===== config.mk =====
export PLATFORM = sky130hd
export DESIGN_NAME = sdl_top
export DESIGN_NICKNAME = d
export VERILOG_FILES = /design/src/sdl_pkg.sv /design/src/sdl_bit_engine.sv /design/src/sdl_top.sv
export SDC_FILE = /design/constraint.sdc
export NUM_CORES = 1
export LEC_CHECK = 0
export BUFFER_PORTS_ARGS = -buffer_cell sky130_fd_sc_hd__buf_2
export CAP_MARGIN = 20
export CORE_MARGIN = 2
export CORE_UTILIZATION = 35
export DETAILED_ROUTE_END_ITERATION = 16
export PLACE_DENSITY = 0.58
export SKIP_CTS_REPAIR_TIMING = 1
export SLEW_MARGIN = 20
export SYNTH_ARGS = -nofsm -noshare
export SYNTH_HDL_FRONTEND = slang
export SYNTH_SLANG_ARGS = --single-unit

===== constraint.sdc =====
create_clock -name ref_clk_i -period 2.2 [get_ports ref_clk_i]
set_clock_uncertainty 0.15 [all_clocks]
set_input_delay 0.33 -clock ref_clk_i [delete_from_list [all_inputs] [get_ports ref_clk_i]]
set_output_delay 0.33 -clock ref_clk_i [all_outputs]
set_load 0.05 [all_outputs]

===== src/sdl_pkg.sv =====
// shared constants, types and command decode for the single-wire debug link
package sdl_pkg;

  // bit timing, all in debug-clock cycles
  localparam logic [9:0] BIT_CYCLES     = 10'h010;
  localparam logic [9:0] RX_SAMPLE      = 10'h00a;
  localparam logic [9:0] TX1_PULSE      = 10'h007;
  localparam logic [9:0] TX0_LOW        = 10'h00d;
  localparam logic [9:0] TIMEOUT_CYCLES = 10'h200;
  localparam logic [7:0] SYNC_LOW_MIN   = 8'h80;
  localparam logic [9:0] SYNC_DELAY     = 10'h010;
  localparam logic [9:0] SYNC_PULSE     = 10'h080;

  // field widths in bits
  localparam logic [4:0] FW_NONE = 5'h00;
  localparam logic [4:0] FW_BYTE = 5'h08;
  localparam logic [4:0] FW_WORD = 5'h10;

  // status/control byte layout
  localparam int SC_EN_BGND   = 7;
  localparam int SC_BGND_ACT  = 6;
  localparam int SC_BKPT_EN   = 5;
  localparam int SC_FORCE_TAG = 4;
  localparam int SC_CLK_SEL   = 3;
  localparam int SC_WAIT_STOP = 2;

  // command codes
  localparam logic [7:0] CMD_ACK_ON       = 8'hd5;
  localparam logic [7:0] CMD_ACK_OFF      = 8'hd6;
  localparam logic [7:0] CMD_BACKGROUND   = 8'h90;
  localparam logic [7:0] CMD_RD_STATUS    = 8'he4;
  localparam logic [7:0] CMD_WR_CONTROL   = 8'hc4;
  localparam logic [7:0] CMD_RD_BYTE      = 8'he0;
  localparam logic [7:0] CMD_RD_BYTE_WS   = 8'he1;
  localparam logic [7:0] CMD_RD_LAST      = 8'he8;
  localparam logic [7:0] CMD_WR_BYTE      = 8'hc0;
  localparam logic [7:0] CMD_WR_BYTE_WS   = 8'hc1;
  localparam logic [7:0] CMD_RD_BKPT      = 8'he2;
  localparam logic [7:0] CMD_WR_BKPT      = 8'hc2;
  localparam logic [7:0] CMD_GO           = 8'h08;
  localparam logic [7:0] CMD_SINGLE_STEP  = 8'h10;
  localparam logic [7:0] CMD_TAG_GO       = 8'h18;
  localparam logic [7:0] CMD_RD_ACC       = 8'h68;
  localparam logic [7:0] CMD_RD_CCR       = 8'h69;
  localparam logic [7:0] CMD_RD_PC        = 8'h6b;
  localparam logic [7:0] CMD_RD_HX        = 8'h6c;
  localparam logic [7:0] CMD_RD_SP        = 8'h6f;
  localparam logic [7:0] CMD_RD_NEXT      = 8'h70;
  localparam logic [7:0] CMD_RD_NEXT_WS   = 8'h71;
  localparam logic [7:0] CMD_WR_ACC       = 8'h48;
  localparam logic [7:0] CMD_WR_CCR       = 8'h49;
  localparam logic [7:0] CMD_WR_PC        = 8'h4b;
  localparam logic [7:0] CMD_WR_HX        = 8'h4c;
  localparam logic [7:0] CMD_WR_SP        = 8'h4f;
  localparam logic [7:0] CMD_WR_NEXT      = 8'h50;
  localparam logic [7:0] CMD_WR_NEXT_WS   = 8'h51;

  typedef enum logic [1:0] {SDL_ACC_LOCAL, SDL_ACC_MEM, SDL_ACC_CPU} sdl_acc_t;

  typedef struct packed {
    logic       valid;
    logic       intrusive;
    logic       has_addr;
    logic [4:0] wbits;
    logic       ss;
    logic [4:0] rbits;
    sdl_acc_t   acc;
  } sdl_cmd_t;

  // access request to the memory system or the cpu core
  typedef struct packed {
    sdl_acc_t    acc;
    logic        we;
    logic [7:0]  code;
    logic [15:0] addr;
    logic [15:0] wdata;
  } sdl_req_t;

  typedef struct packed {
    logic por;
    logic pin;
    logic err;
  } sdl_rst_cause_t;

  function automatic sdl_cmd_t sdl_fmt(input sdl_acc_t a, input logic intr, input logic ad,
                                       input logic [4:0] w, input logic s, input logic [4:0] r);
    sdl_cmd_t d;
    d = '{valid: 1'b1, intrusive: intr, has_addr: ad, wbits: w, ss: s, rbits: r, acc: a};
    return d;
  endfunction

  function automatic sdl_cmd_t sdl_decode(input logic [7:0] c);
    sdl_cmd_t d;
    d = '0;
    case (c)
      CMD_ACK_ON, CMD_ACK_OFF, CMD_BACKGROUND:
        d = sdl_fmt(SDL_ACC_LOCAL, 1'b0, 1'b0, FW_NONE, 1'b0, FW_NONE);
      CMD_RD_STATUS:   d = sdl_fmt(SDL_ACC_LOCAL, 1'b0, 1'b0, FW_NONE, 1'b1, FW_NONE);
      CMD_WR_CONTROL:  d = sdl_fmt(SDL_ACC_LOCAL, 1'b0, 1'b0, FW_BYTE, 1'b0, FW_NONE);
      CMD_RD_BYTE:     d = sdl_fmt(SDL_ACC_MEM, 1'b0, 1'b1, FW_NONE, 1'b0, FW_BYTE);
      CMD_RD_BYTE_WS:  d = sdl_fmt(SDL_ACC_MEM, 1'b0, 1'b1, FW_NONE, 1'b1, FW_BYTE);
      CMD_RD_LAST:     d = sdl_fmt(SDL_ACC_MEM, 1'b0, 1'b0, FW_NONE, 1'b1, FW_BYTE);
      CMD_WR_BYTE:     d = sdl_fmt(SDL_ACC_MEM, 1'b0, 1'b1, FW_BYTE, 1'b0, FW_NONE);
      CMD_WR_BYTE_WS:  d = sdl_fmt(SDL_ACC_MEM, 1'b0, 1'b1, FW_BYTE, 1'b1, FW_NONE);
      CMD_RD_BKPT:     d = sdl_fmt(SDL_ACC_LOCAL, 1'b0, 1'b0, FW_NONE, 1'b0, FW_WORD);
      CMD_WR_BKPT:     d = sdl_fmt(SDL_ACC_LOCAL, 1'b0, 1'b0, FW_WORD, 1'b0, FW_NONE);
      CMD_GO, CMD_SINGLE_STEP, CMD_TAG_GO:
        d = sdl_fmt(SDL_ACC_LOCAL, 1'b1, 1'b0, FW_NONE, 1'b0, FW_NONE);
      CMD_RD_ACC, CMD_RD_CCR, CMD_RD_NEXT:
        d = sdl_fmt(SDL_ACC_CPU, 1'b1, 1'b0, FW_NONE, 1'b0, FW_BYTE);
      CMD_RD_PC, CMD_RD_HX, CMD_RD_SP:
        d = sdl_fmt(SDL_ACC_CPU, 1'b1, 1'b0, FW_NONE, 1'b0, FW_WORD);
      CMD_RD_NEXT_WS:  d = sdl_fmt(SDL_ACC_CPU, 1'b1, 1'b0, FW_NONE, 1'b1, FW_BYTE);
      CMD_WR_ACC, CMD_WR_CCR, CMD_WR_NEXT:
        d = sdl_fmt(SDL_ACC_CPU, 1'b1, 1'b0, FW_BYTE, 1'b0, FW_NONE);
      CMD_WR_PC, CMD_WR_HX, CMD_WR_SP:
        d = sdl_fmt(SDL_ACC_CPU, 1'b1, 1'b0, FW_WORD, 1'b0, FW_NONE);
      CMD_WR_NEXT_WS:  d = sdl_fmt(SDL_ACC_CPU, 1'b1, 1'b0, FW_BYTE, 1'b1, FW_NONE);
      default:         d = '0;
    endcase
    return d;
  endfunction

endpackage


===== src/sdl_bit_engine.sv =====
// bit-level timing engine on the debug pin: receive, transmit, timeout, sync pulse
`timescale 1ns/100ps
`default_nettype none
module sdl_bit_engine (
  // clock and reset
  input  wire logic ref_clk_i,
  input  wire logic rst_b_i,
  // debug clock tick and filtered pin
  input  wire logic tick_i,
  input  wire logic pin_lvl_i,
  input  wire logic pin_fall_i,
  input  wire logic pin_rise_i,
  // transmit request for the next bit
  input  wire logic tx_mode_i,
  input  wire logic tx_bit_i,
  // bit events
  output logic      rx_valid_o,
  output logic      rx_bit_o,
  output logic      tx_done_o,
  output logic      timeout_o,
  output logic      sync_o,
  // pin drive
  output logic      pin_o,
  output logic      pin_oe_o
);
  typedef enum logic [2:0] {EN_IDLE, EN_BIT, EN_SWAIT, EN_SDRV, EN_SUP} sdl_eng_st_t;

  sdl_eng_st_t st_reg, st_next;
  logic [9:0]  cnt_reg, cnt_next;
  logic [9:0]  to_reg, to_next;
  logic [7:0]  low_reg, low_next;
  logic        txm_reg, txm_next, txb_reg, txb_next;
  logic        rxv_next, rxb_next, txd_next, to_p_next, sync_next, o_next, oe_next;

  always_comb begin
    st_next   = st_reg;
    cnt_next  = cnt_reg;
    to_next   = to_reg;
    low_next  = low_reg;
    txm_next  = txm_reg;
    txb_next  = txb_reg;
    rxv_next  = 1'b0;
    rxb_next  = rx_bit_o;
    txd_next  = 1'b0;
    to_p_next = 1'b0;
    sync_next = 1'b0;
    o_next    = 1'b0;
    oe_next   = 1'b0;
    if (pin_fall_i) begin
      to_next = '0;
    end else if (tick_i && to_reg < sdl_pkg::TIMEOUT_CYCLES) begin
      to_next = to_reg + 10'h001;
      to_p_next = (to_reg == sdl_pkg::TIMEOUT_CYCLES - 10'h001);
    end
    if (st_reg == EN_SDRV || st_reg == EN_SUP || pin_lvl_i) begin
      low_next = '0;
    end else if (tick_i && low_reg < sdl_pkg::SYNC_LOW_MIN) begin
      low_next = low_reg + 8'h01;
    end
    case (st_reg)
      EN_IDLE, EN_BIT: begin
        if (pin_rise_i && low_reg == sdl_pkg::SYNC_LOW_MIN) begin
          st_next   = EN_SWAIT;
          cnt_next  = '0;
          sync_next = 1'b1;
        end else if (pin_fall_i) begin
          st_next  = EN_BIT;
          cnt_next = '0;
          txm_next = tx_mode_i;
          txb_next = tx_bit_i;
        end else if (st_reg == EN_BIT && tick_i) begin
          cnt_next = cnt_reg + 10'h001;
          if (!txm_reg && cnt_reg == sdl_pkg::RX_SAMPLE - 10'h001) begin
            rxv_next = 1'b1;
            rxb_next = pin_lvl_i;
          end
          if (cnt_reg == sdl_pkg::BIT_CYCLES - 10'h001) begin
            st_next  = EN_IDLE;
            txd_next = txm_reg;
          end
        end
        // host-to-target bits never drive the pin
        if (st_reg == EN_BIT && txm_reg) begin
          if (txb_reg) begin
            o_next  = 1'b1;
            oe_next = (cnt_reg == sdl_pkg::TX1_PULSE);
          end else begin
            o_next  = (cnt_reg == sdl_pkg::TX0_LOW);
            oe_next = (cnt_reg <= sdl_pkg::TX0_LOW);
          end
        end
      end
      EN_SWAIT: if (tick_i) begin
        cnt_next = cnt_reg + 10'h001;
        if (cnt_reg == sdl_pkg::SYNC_DELAY - 10'h001) begin
          st_next  = EN_SDRV;
          cnt_next = '0;
        end
      end
      EN_SDRV: begin
        oe_next = 1'b1;
        if (tick_i) begin
          cnt_next = cnt_reg + 10'h001;
          if (cnt_reg == sdl_pkg::SYNC_PULSE - 10'h001) begin
            st_next = EN_SUP;
          end
        end
      end
      EN_SUP: begin
        o_next  = 1'b1;
        oe_next = 1'b1;
        if (tick_i) begin
          st_next = EN_IDLE;
        end
      end
      default: st_next = EN_IDLE;
    endcase
  end

  always_ff @(posedge ref_clk_i) begin
    if (!rst_b_i) begin
      st_reg     <= EN_IDLE;
      cnt_reg    <= '0;
      to_reg     <= '0;
      low_reg    <= '0;
      txm_reg    <= 1'b0;
      txb_reg    <= 1'b0;
      rx_valid_o <= 1'b0;
      rx_bit_o   <= 1'b0;
      tx_done_o  <= 1'b0;
      timeout_o  <= 1'b0;
      sync_o     <= 1'b0;
      pin_o      <= 1'b0;
      pin_oe_o   <= 1'b0;
    end else begin
      st_reg     <= st_next;
      cnt_reg    <= cnt_next;
      to_reg     <= to_next;
      low_reg    <= low_next;
      txm_reg    <= txm_next;
      txb_reg    <= txb_next;
      rx_valid_o <= rxv_next;
      rx_bit_o   <= rxb_next;
      tx_done_o  <= txd_next;
      timeout_o  <= to_p_next;
      sync_o     <= sync_next;
      pin_o      <= o_next;
      pin_oe_o   <= oe_next;
    end
  end
endmodule
`default_nettype wire


===== src/sdl_top.sv =====
// single-wire debug link controller, target side
`timescale 1ns/100ps
`default_nettype none
module sdl_top #(
  parameter logic [15:0] FORCE_RST_REG_ADDR = 16'h1800,
  parameter int          FORCE_RST_BIT      = 0
) (
  // clock and reset
  input  wire logic                    ref_clk_i,
  input  wire logic                    rst_b_i,
  // debug pin and alternate debug clock
  input  wire logic                    debug_pin_i,
  output logic                         debug_pin_o,
  output logic                         debug_pin_oe_o,
  input  wire logic                    alt_dbg_clk_i,
  // system reset status
  input  wire logic                    sys_rst_active_i,
  input  wire sdl_pkg::sdl_rst_cause_t rst_cause_i,
  // cpu state
  input  wire logic                    cpu_abg_i,
  input  wire logic                    cpu_low_pwr_i,
  input  wire logic [15:0]             cpu_addr_i,
  input  wire logic                    cpu_addr_valid_i,
  // access port to memory and cpu
  output logic                         req_valid_o,
  output sdl_pkg::sdl_req_t            req_o,
  input  wire logic                    ack_i,
  input  wire logic [15:0]             rdata_i,
  // control outputs
  output logic                         abg_enter_o,
  output logic                         wake_o,
  output logic                         go_o,
  output logic                         step_o,
  output logic                         sys_reset_req_o,
  output logic                         osc_keep_o,
  output logic                         wdog_hold_o,
  output logic                         bkpt_hit_o
);
  typedef enum logic [2:0] {ST_CMD, ST_ADDR, ST_WDATA, ST_EXEC, ST_STAT, ST_RDATA} sdl_st_t;

  // three-stage filter: a change is accepted once stages two and three agree
  function automatic logic sdl_filt(input logic cur, input logic [2:0] s);
    return (s[1] == s[2]) ? s[2] : cur;
  endfunction

  logic [2:0] pin_s_reg, alt_s_reg;
  logic       pin_lvl_reg, pin_lvl_next, alt_lvl_reg, alt_lvl_next;
  logic       pin_fall, pin_rise, tick;

  always_comb begin
    pin_lvl_next = sdl_filt(pin_lvl_reg, pin_s_reg);
    alt_lvl_next = sdl_filt(alt_lvl_reg, alt_s_reg);
  end

  // pull-up level is the reset value, so an open pin reads high
  always_ff @(posedge ref_clk_i) begin
    if (!rst_b_i) begin
      pin_s_reg   <= 3'h7;
      pin_lvl_reg <= 1'b1;
      alt_s_reg   <= 3'h0;
      alt_lvl_reg <= 1'b0;
    end else begin
      pin_s_reg   <= {pin_s_reg[1:0], debug_pin_i};
      pin_lvl_reg <= pin_lvl_next;
      alt_s_reg   <= {alt_s_reg[1:0], alt_dbg_clk_i};
      alt_lvl_reg <= alt_lvl_next;
    end
  end

  logic [7:0] scr_reg, scr_next;
  assign pin_fall = pin_lvl_reg & ~pin_lvl_next;
  assign pin_rise = ~pin_lvl_reg & pin_lvl_next;
  // alternate source is only usable below a quarter of ref_clk_i
  assign tick     = scr_reg[sdl_pkg::SC_CLK_SEL] ? (~alt_lvl_reg & alt_lvl_next) : 1'b1;

  logic rx_valid, rx_bit, tx_done, timeout, sync_req, tx_mode, tx_bit;

  sdl_bit_engine u_engine (
    .ref_clk_i  (ref_clk_i),
    .rst_b_i    (rst_b_i),
    .tick_i     (tick),
    .pin_lvl_i  (pin_lvl_reg),
    .pin_fall_i (pin_fall),
    .pin_rise_i (pin_rise),
    .tx_mode_i  (tx_mode),
    .tx_bit_i   (tx_bit),
    .rx_valid_o (rx_valid),
    .rx_bit_o   (rx_bit),
    .tx_done_o  (tx_done),
    .timeout_o  (timeout),
    .sync_o     (sync_req),
    .pin_o      (debug_pin_o),
    .pin_oe_o   (debug_pin_oe_o)
  );

  sdl_st_t           st_reg, st_next;
  sdl_pkg::sdl_cmd_t cmd_reg, cmd_next, dec;
  logic [7:0]        code_reg, code_next;
  logic [15:0]       sh_reg, sh_next;
  logic [4:0]        bcnt_reg, bcnt_next;
  logic [15:0]       addr_reg, addr_next, last_reg, last_next, wd_reg, wd_next, bkpt_reg, bkpt_next;
  sdl_pkg::sdl_req_t req_reg, req_next;
  logic              force_reg, force_next, srst_reg, hit_next;
  logic              enter_next, wake_next, go_next, step_next, sreq_next;
  logic [15:0]       sh_in;
  logic [7:0]        status;

  assign sh_in   = {sh_reg[14:0], rx_bit};
  assign dec     = sdl_pkg::sdl_decode(sh_in[7:0]);
  assign status  = {scr_reg[7], cpu_abg_i, scr_reg[5:3], cpu_low_pwr_i, 2'b00};
  assign tx_mode = (st_reg == ST_STAT) || (st_reg == ST_RDATA);
  assign tx_bit  = sh_reg[15];
  assign req_valid_o = (st_reg == ST_EXEC) && (cmd_reg.acc != sdl_pkg::SDL_ACC_LOCAL);
  assign req_o   = req_reg;

  always_comb begin
    st_next    = st_reg;
    cmd_next   = cmd_reg;
    code_next  = code_reg;
    sh_next    = sh_reg;
    bcnt_next  = bcnt_reg;
    addr_next  = addr_reg;
    last_next  = last_reg;
    wd_next    = wd_reg;
    bkpt_next  = bkpt_reg;
    scr_next   = scr_reg;
    req_next   = req_reg;
    force_next = force_reg;
    enter_next = 1'b0;
    wake_next  = 1'b0;
    go_next    = 1'b0;
    step_next  = 1'b0;
    sreq_next  = 1'b0;
    hit_next   = scr_reg[sdl_pkg::SC_BKPT_EN] && cpu_addr_valid_i && cpu_addr_i == bkpt_reg;
    case (st_reg)
      ST_CMD: if (rx_valid) begin
        sh_next   = sh_in;
        bcnt_next = bcnt_reg + 5'h01;
        if (bcnt_reg == sdl_pkg::FW_BYTE - 5'h01) begin
          bcnt_next = '0;
          cmd_next  = dec;
          code_next = sh_in[7:0];
          // core commands outside background mode are dropped
          if (!dec.valid || (dec.intrusive && !cpu_abg_i)) begin
            st_next = ST_CMD;
          end else if (dec.has_addr) begin
            st_next = ST_ADDR;
          end else if (dec.wbits != sdl_pkg::FW_NONE) begin
            st_next = ST_WDATA;
          end else begin
            st_next = ST_EXEC;
          end
        end
      end
      ST_ADDR: if (rx_valid) begin
        sh_next   = sh_in;
        bcnt_next = bcnt_reg + 5'h01;
        if (bcnt_reg == sdl_pkg::FW_WORD - 5'h01) begin
          bcnt_next = '0;
          addr_next = sh_in;
          st_next   = (cmd_reg.wbits != sdl_pkg::FW_NONE) ? ST_WDATA : ST_EXEC;
        end
      end
      ST_WDATA: if (rx_valid) begin
        sh_next   = sh_in;
        bcnt_next = bcnt_reg + 5'h01;
        if (bcnt_reg == cmd_reg.wbits - 5'h01) begin
          bcnt_next = '0;
          wd_next   = sh_in;
          st_next   = ST_EXEC;
        end
      end
      ST_EXEC: begin
        req_next = '{acc: cmd_reg.acc, we: cmd_reg.wbits != sdl_pkg::FW_NONE, code: code_reg,
                     addr: (code_reg == sdl_pkg::CMD_RD_LAST) ? last_reg : addr_reg, wdata: wd_reg};
        if (cmd_reg.acc == sdl_pkg::SDL_ACC_LOCAL || ack_i) begin
          sh_next = rdata_i;
          case (code_reg)
            sdl_pkg::CMD_BACKGROUND: begin
              enter_next = scr_reg[sdl_pkg::SC_EN_BGND];
              wake_next  = scr_reg[sdl_pkg::SC_EN_BGND];
            end
            sdl_pkg::CMD_WR_CONTROL: scr_next = wd_reg[7:0];
            sdl_pkg::CMD_WR_BKPT:    bkpt_next = wd_reg;
            sdl_pkg::CMD_RD_BKPT:    sh_next = bkpt_reg;
            sdl_pkg::CMD_GO, sdl_pkg::CMD_TAG_GO: go_next = 1'b1;
            sdl_pkg::CMD_SINGLE_STEP: step_next = 1'b1;
            default: sh_next = rdata_i;
          endcase
          if (cmd_reg.acc == sdl_pkg::SDL_ACC_MEM) begin
            last_next = req_reg.addr;
          end
          if (cmd_reg.acc == sdl_pkg::SDL_ACC_MEM && req_reg.we && req_reg.addr == FORCE_RST_REG_ADDR
              && req_reg.wdata[FORCE_RST_BIT]) begin
            force_next = 1'b1;
            sreq_next  = 1'b1;
          end
          if (cmd_reg.rbits == sdl_pkg::FW_BYTE) begin
            sh_next = {sh_next[7:0], 8'h00};
          end
          if (cmd_reg.ss) begin
            st_next = ST_STAT;
          end else begin
            st_next = (cmd_reg.rbits != sdl_pkg::FW_NONE) ? ST_RDATA : ST_CMD;
          end
          // status goes out first, data waits in the low byte
          if (cmd_reg.ss) begin
            sh_next = {status, sh_next[15:8]};
          end
        end
      end
      ST_STAT, ST_RDATA: if (tx_done) begin
        sh_next   = {sh_reg[14:0], 1'b0};
        bcnt_next = bcnt_reg + 5'h01;
        if (st_reg == ST_STAT && bcnt_reg == sdl_pkg::FW_BYTE - 5'h01) begin
          bcnt_next = '0;
          st_next   = (cmd_reg.rbits != sdl_pkg::FW_NONE) ? ST_RDATA : ST_CMD;
        end else if (st_reg == ST_RDATA && bcnt_reg == cmd_reg.rbits - 5'h01) begin
          bcnt_next = '0;
          st_next   = ST_CMD;
        end
      end
      default: st_next = ST_CMD;
    endcase
    // abort leaves memory and mode untouched: only the parser is cleared
    if (timeout || sync_req) begin
      st_next   = ST_CMD;
      bcnt_next = '0;
    end
    // reset-end mode choice; pin and error resets force background only after a force write
    if (srst_reg && !sys_rst_active_i) begin
      // a force write landing in the same cycle as reset end wins over the clear
      force_next = sreq_next;
      if ((rst_cause_i.por || force_reg) && !pin_lvl_reg) begin
        enter_next = 1'b1;
        scr_next[sdl_pkg::SC_EN_BGND] = 1'b1;
      end
    end
  end

  always_ff @(posedge ref_clk_i) begin
    if (!rst_b_i) begin
      st_reg          <= ST_CMD;
      cmd_reg         <= '0;
      code_reg        <= 8'h00;
      sh_reg          <= 16'h0000;
      bcnt_reg        <= 5'h00;
      addr_reg        <= 16'h0000;
      last_reg        <= 16'h0000;
      wd_reg          <= 16'h0000;
      bkpt_reg        <= 16'h0000;
      scr_reg         <= 8'h00;
      req_reg         <= '0;
      force_reg       <= 1'b0;
      srst_reg        <= 1'b0;
      abg_enter_o     <= 1'b0;
      wake_o          <= 1'b0;
      go_o            <= 1'b0;
      step_o          <= 1'b0;
      sys_reset_req_o <= 1'b0;
      osc_keep_o      <= 1'b0;
      wdog_hold_o     <= 1'b0;
      bkpt_hit_o      <= 1'b0;
    end else begin
      st_reg          <= st_next;
      cmd_reg         <= cmd_next;
      code_reg        <= code_next;
      sh_reg          <= sh_next;
      bcnt_reg        <= bcnt_next;
      addr_reg        <= addr_next;
      last_reg        <= last_next;
      wd_reg          <= wd_next;
      bkpt_reg        <= bkpt_next;
      scr_reg         <= scr_next;
      req_reg         <= req_next;
      force_reg       <= force_next;
      srst_reg        <= sys_rst_active_i;
      abg_enter_o     <= enter_next;
      wake_o          <= wake_next;
      go_o            <= go_next;
      step_o          <= step_next;
      sys_reset_req_o <= sreq_next;
      osc_keep_o      <= scr_next[sdl_pkg::SC_EN_BGND];
      wdog_hold_o     <= cpu_abg_i;
      bkpt_hit_o      <= hit_next;
    end
  end
endmodule
`default_nettype wire


**Word level (Yosys, flattened, before mapping)**

Cells that the tools add are included.

- Bitwise gates (word level): 13
- Muxes and demuxes: 83
- $add $sub $neg: 6
- Reductions and logical operators: 75
- $lt $le $gt $ge: 3
- Equality and inequality tests: 80

Operator list:

| cell | number |
|---|---|
| 16-bit one-hot mux with 17 select lines | 1 |
| 8-bit == test (second input constant) | 18 |
| 8-bit by 7-bit == test with 1-bit output (second input constant) | 14 |
| 16-bit two-way mux | 7 |
| 3-bit two-way mux | 21 |
| 10-bit two-way mux | 6 |
| 16-bit one-hot mux with 3 select lines | 1 |
| 5-bit two-way mux | 9 |
| 8-bit by 5-bit == test with 1-bit output (second input constant) | 4 |
| 10-bit by 4-bit == test with 1-bit output (second input constant) | 3 |
| 10-bit one-hot mux with 3 select lines | 1 |
| 1-bit two-way mux | 27 |
| 3-bit AND reduction | 9 |
| 8-bit two-way mux | 3 |
| 3-bit OR reduction | 8 |
| 10-bit by 1-bit adder with 10-bit output (second input constant) | 2 |
| 2-bit by 1-bit inequality test with 1-bit output (second input constant) | 10 |
| 5-bit one-hot mux with 4 select lines | 1 |
| 1-bit logical AND | 17 |
| 16-bit by 13-bit == test with 1-bit output (second input constant) | 1 |
| 16-bit == test | 1 |
| 8-bit by 4-bit == test with 1-bit output (second input constant) | 2 |
| 3-bit one-hot mux with 5 select lines | 1 |
| 5-bit nonzero test | 3 |
| 40 further kinds | 90 |

- Output and inout bits: 54
- Register bits after elaboration: 217
- Word-level logic and storage cells: 305
- Bits of input ports: 44

**Longest topological paths before layout**

- Depth after elaboration: 10
- Mapped depth: 12
- Depth with buffers taken out: 10

**Hierarchy**

From an unflattened synthesis, not the netlist that was laid out.

- Cells, all modules: 1124
- Area, all modules: 9645.5 um2

By module, submodules not included:

| module | sequential area each (um2) | cells each | area each (um2) | times used |
|---|---|---|---|---|
| sdl_top | 3343.2 | 897 | 7706.1 | 1 |
| sdl_bit_engine | 800.8 | 227 | 1939.4 | 1 |

**Worst setup path after synthesis**

No wires, ideal clock.

- Path type: flip-flop to output port
- From: reg st_reg[1]
- To: out req_valid_o
- Path buffers: 4
- Path slack: -0.173 ns
- Data arrival time: 1.893 ns
- Stages on the path, launching flop included: 7
- Required time: 1.720 ns
- Cells stage by stage: dfxtp_1 -> buf_2 -> clkbuf_1 -> nand3_1 -> clkbuf_1 -> clkbuf_1 -> nor2_1

- Longest elaborated chain between the ends: 2

Ends and longest elaborated chain:

| what | RTL line | text |
|---|---|---|
| start: declaration | sdl_top.sv:96 | `sdl_st_t st_reg, st_next;` |
| start signal: assignment | sdl_top.sv:265 | `st_reg <= st_next;` |
| 3-bit by 2-bit == test with 1-bit output | sdl_top.sv:113 | `assign req_valid_o = (st_reg == ST_EXEC) && (cmd_reg.acc != sdl_pkg::SDL_ACC_LOCAL);` |
| 1-bit logical AND | sdl_top.sv:113 |  |
| end: declaration | sdl_top.sv:25 | `output logic req_valid_o,` |

No other way between the ends.

**Worst setup path after layout**

- From: reg cmd_reg[11] (netlist bit)
- To: reg st_reg[0]

- Longest elaborated chain between the ends: 5
- Elaborated cells on any way between the ends: 9
- Classes of those cells: 1 x add/sub; 2 x eq/ne; 4 x mux; 2 x reduce/logical

Ends and longest elaborated chain:

| what | RTL line | text |
|---|---|---|
| start: declaration | sdl_top.sv:97 | `sdl_pkg::sdl_cmd_t cmd_reg, cmd_next, dec;` |
| start signal: assignment | sdl_top.sv:266 | `cmd_reg <= cmd_next;` |
| branches (longest 5 deep; another with 5-bit by 1-bit subtractor with 5-bit output) | - |  |

Parallel ways; which one is timed is not known. The select of a mux whose other input is x is not followed.
A chain may end at the register's enable or synchronous reset.

==> results.txt <==
status -> finished with violations
failing checks -> negative setup slack
P per Cell Area -> 656 nW/um^2
ys flop type -> dfxtp_1
Detail Placement HPWL -> 18800 um
clock sinks -> 207
IO Pins -> 98
Post-DP Area -> 10800 um^2
CP cell instances -> inv_1 > ha_1 > xnor2_1 > nor3_2 > nor4_1 > nor3_4 > mux2_4 > o22ai_2
Slew Viols, Final -> 0
post-synthesis cell area -> 9480 um^2
Hold/Removal Path Class -> in2reg
final number of setup-violating endpoints -> 2
all-layer global routing usage -> 18.3%
beginning of the worst hold path -> cpu_addr_i[4]
Clock Power Share -> 48.9%
Initial Util -> 35.4%
initial antenna violation count -> 1
layout cells sized above 1 -> 22.5%
sequential-to-total area share from yosys stat -> 43.7%
CTS tree -> done
DRT iter0 DRCs -> 699
WL/cell -> 16.5 um
relative slew slack -> 55.0%
cts bufs inserted -> 24
Slowest Stage Delay on Critical Path -> 0.33 ns
Register-to-Register Setup Slack -> -0.01 ns
Comb pwr share -> 2.7%
setup ws final -> -0.0127 ns
Worst R2R Path Depth -> 8
worst reg2reg path startpoint -> cmd_reg[11]
# port buffers -> 95
Core Rows -> 60
Post-synth top cells -> 207 x dfxtp_1, 190 x nand2_1, 134 x nor2_1
Synth area leader -> dfxtp_1
largest net degree at the start of global routing -> 58
top-count cell post-synth -> dfxtp_1
Final Util -> 44.4%
CP Class -> reg2reg
total number of vias -> 8529
first-pass GRT wire length -> 42300 um
share of the synthesized area in the top cell type -> 43.7%
Seq pwr share -> 48.4%
chip width -> 169 um
post-DR vias/cell -> 5.25
Clock Latency Late Sink -> 0.52 ns
Cell Int Power -> 6120 uW
Area contributors post-synth -> dfxtp_1 44%, nand2_1 7.5%, mux2i_1 7.0%
RSZ-0062 raised after global routing -> true
max reg flops -> 43
syn_nets -> 1180
final wirelength -> 26800 um
Async S/R FF share, synth -> 0%
CP Launch Type -> register
number of max-cap violations -> 0
worst-path fanout max -> 4
Peak Freq -> 0.452 GHz
Clock Tree Root -> clkbuf_16
Worst Hold End -> bkpt_hit_o
final hold violation count -> 0
vias in the first global route -> 7928
Post-synth EDFFs -> 0
yosys warns -> 0
Min Hold Slack -> 0.00775 ns
Area Growth Syn to Fin -> 25.5%
CP arrival -> 2.51 ns
leakage -> 0.00466 uW
Finished Cell Area -> 11900 um^2
Die Y-Extent -> 169 um
clock buffer depth -> 3
final net count -> 1327
CTS clk-pin slew, worst paths -> 0.06 ns
gate count after technology mapping -> 1124
die area -> 28400 um^2
Final ANT Viol Nets -> 0
syn_area_per_cell -> 8.44 um^2
H-tree depth -> 1
fin crit period -> 2.21 ns
worst-margin pin slew -> 0.675 ns
DRT Pass-1 Iters -> 6
CP endpoint kind -> register
Final Cycle Share -> 101%
DRC viols -> 0
CP top delay family -> simple AND/OR/NAND/NOR gates
Core Region -> 26800 um^2
post-synth cell types -> 67
FF-to-FF End -> st_reg[0]
grt ovf -> 0
switching power -> 1690 uW
Hold Path Depth -> 3
Worst path slowest cell -> mux2_4
register bit count reported by yosys -> 207
sw frac -> 21.6%
final setup TNS -> -0.0192 ns
Buffers & Inverters on Critical Path -> 1
RD Place Congestion -> 0.887
peak supply drop -> 0.586 mV
WP data required -> 2.50 ns
==> power by group through the flow <==
stage	sequential [uW]	combinational, uW	clock, uW
6_report	3770	210	3820
3_5_place_dp	3860	197	0
4_1_cts	3770	198	3900
5_1_grt	3770	229	4040
3_3_place_gp	3860	196	0
2_1_floorplan	3850	111	0
==> final cells by class <==
class                      instances  area (um^2)
multi-input combinational        824         5180
clock inverter                     6         61.3
timing repair buffer             195         1320
inverter                          19         73.8
sequential                       207         4150
fill                            2643        14900
tap                              341          427
antenna                            1         2.50
clock buffer                      32          682
==> worst reg2reg max path, delay by kind of cell, from the launching register on <==
family	cells	cell delay (ns)
and+or+nand+nor	3	0.72
muxes	1	0.33
xor gates and xnor gates	1	0.15
AOI/OAI and AO/OA	1	0.14
DFF	1	0.32
adders and majority gates	1	0.30
buffers and inverters	1	0.04
==> cell families (layout without fill, tap and decap cells) <==
| logic type | count (synthesis) | after routing | synth area share (%) |
|---|---|---|---|
| adders and majority gates | 12 | 12 | 1.58 |
| buffers and inverters | 94 | 252 | 3.84 |
| xor gates and xnor gates | 44 | 44 | 4.06 |
| other | 0 | 1 | 0 |
| muxes | 81 | 81 | 9.46 |
| DFF | 207 | 207 | 43.7 |
| and+or+nand+nor | 470 | 471 | 23.3 |
| AOI/OAI and AO/OA | 216 | 216 | 14.1 |
==> cells in the final DEF, fill, tap and decap left out, drive strengths merged, types with 9 or more instances in the layout <==
cell type,synthesis,final
ha,12,12
a21oi,109,109
xor2,20,20
o211ai,9,9
clkbuf,58,32
a211oi,21,21
mux2i,66,66
xnor2,24,24
nand2,190,190
dfxtp,207,207
inv,19,19
mux2,9,9
and3,16,16
nor3,23,23
nor2,134,134
o21ai,18,18
nand4,19,19
buf,17,190
nand3,19,19
==> routing by layer <==
layer / wire length [um] / GRT usage (%) / part of all wire, % / up-vias
li1: - / - / - / 4219
met1: 12900 / 26.8 / 48 / 4028
met2: 11800 / 28.6 / 44 / 245
met3: 1650 / 2.85 / 6.1 / 37
met4: 512 / 3.90 / 1.9 / 0
met5: 0 / 0 / 0 / -
==> how the worst max path moves through the flow <==
stage | start | end | slack, ns | depth (start not counted)
CTS | st_reg[2] | req_valid_o | -0.19 | 5
finish | cmd_reg[11] | st_reg[0] | -0.01 | 8
detailed placement | cmd_reg[11] | st_reg[0] | -0.08 | 8
global placement | cmd_reg[5] | bcnt_reg[4] | -0.04 | 8
floorplan | code_reg[0] | sh_reg[0] | 0.01 | 7
global route | cmd_reg[6] | bcnt_reg[1] | -0.12 | 9
==> through the flow <==
step | setup slack (ns) | std cells | total power, uW
3_3_place_gp | -0.0357 | 1575 | 4050
4_1_cts | -0.194 | 1613 | 7870
3_5_place_dp | -0.0778 | 1575 | 4050
6_report | -0.0127 | 1625 | 7800
5_1_grt | -0.123 | 1624 | 8040
2_1_floorplan | 0.0134 | 1124 | 3970
No activity file was read; power rests on OpenSTA's default activity.
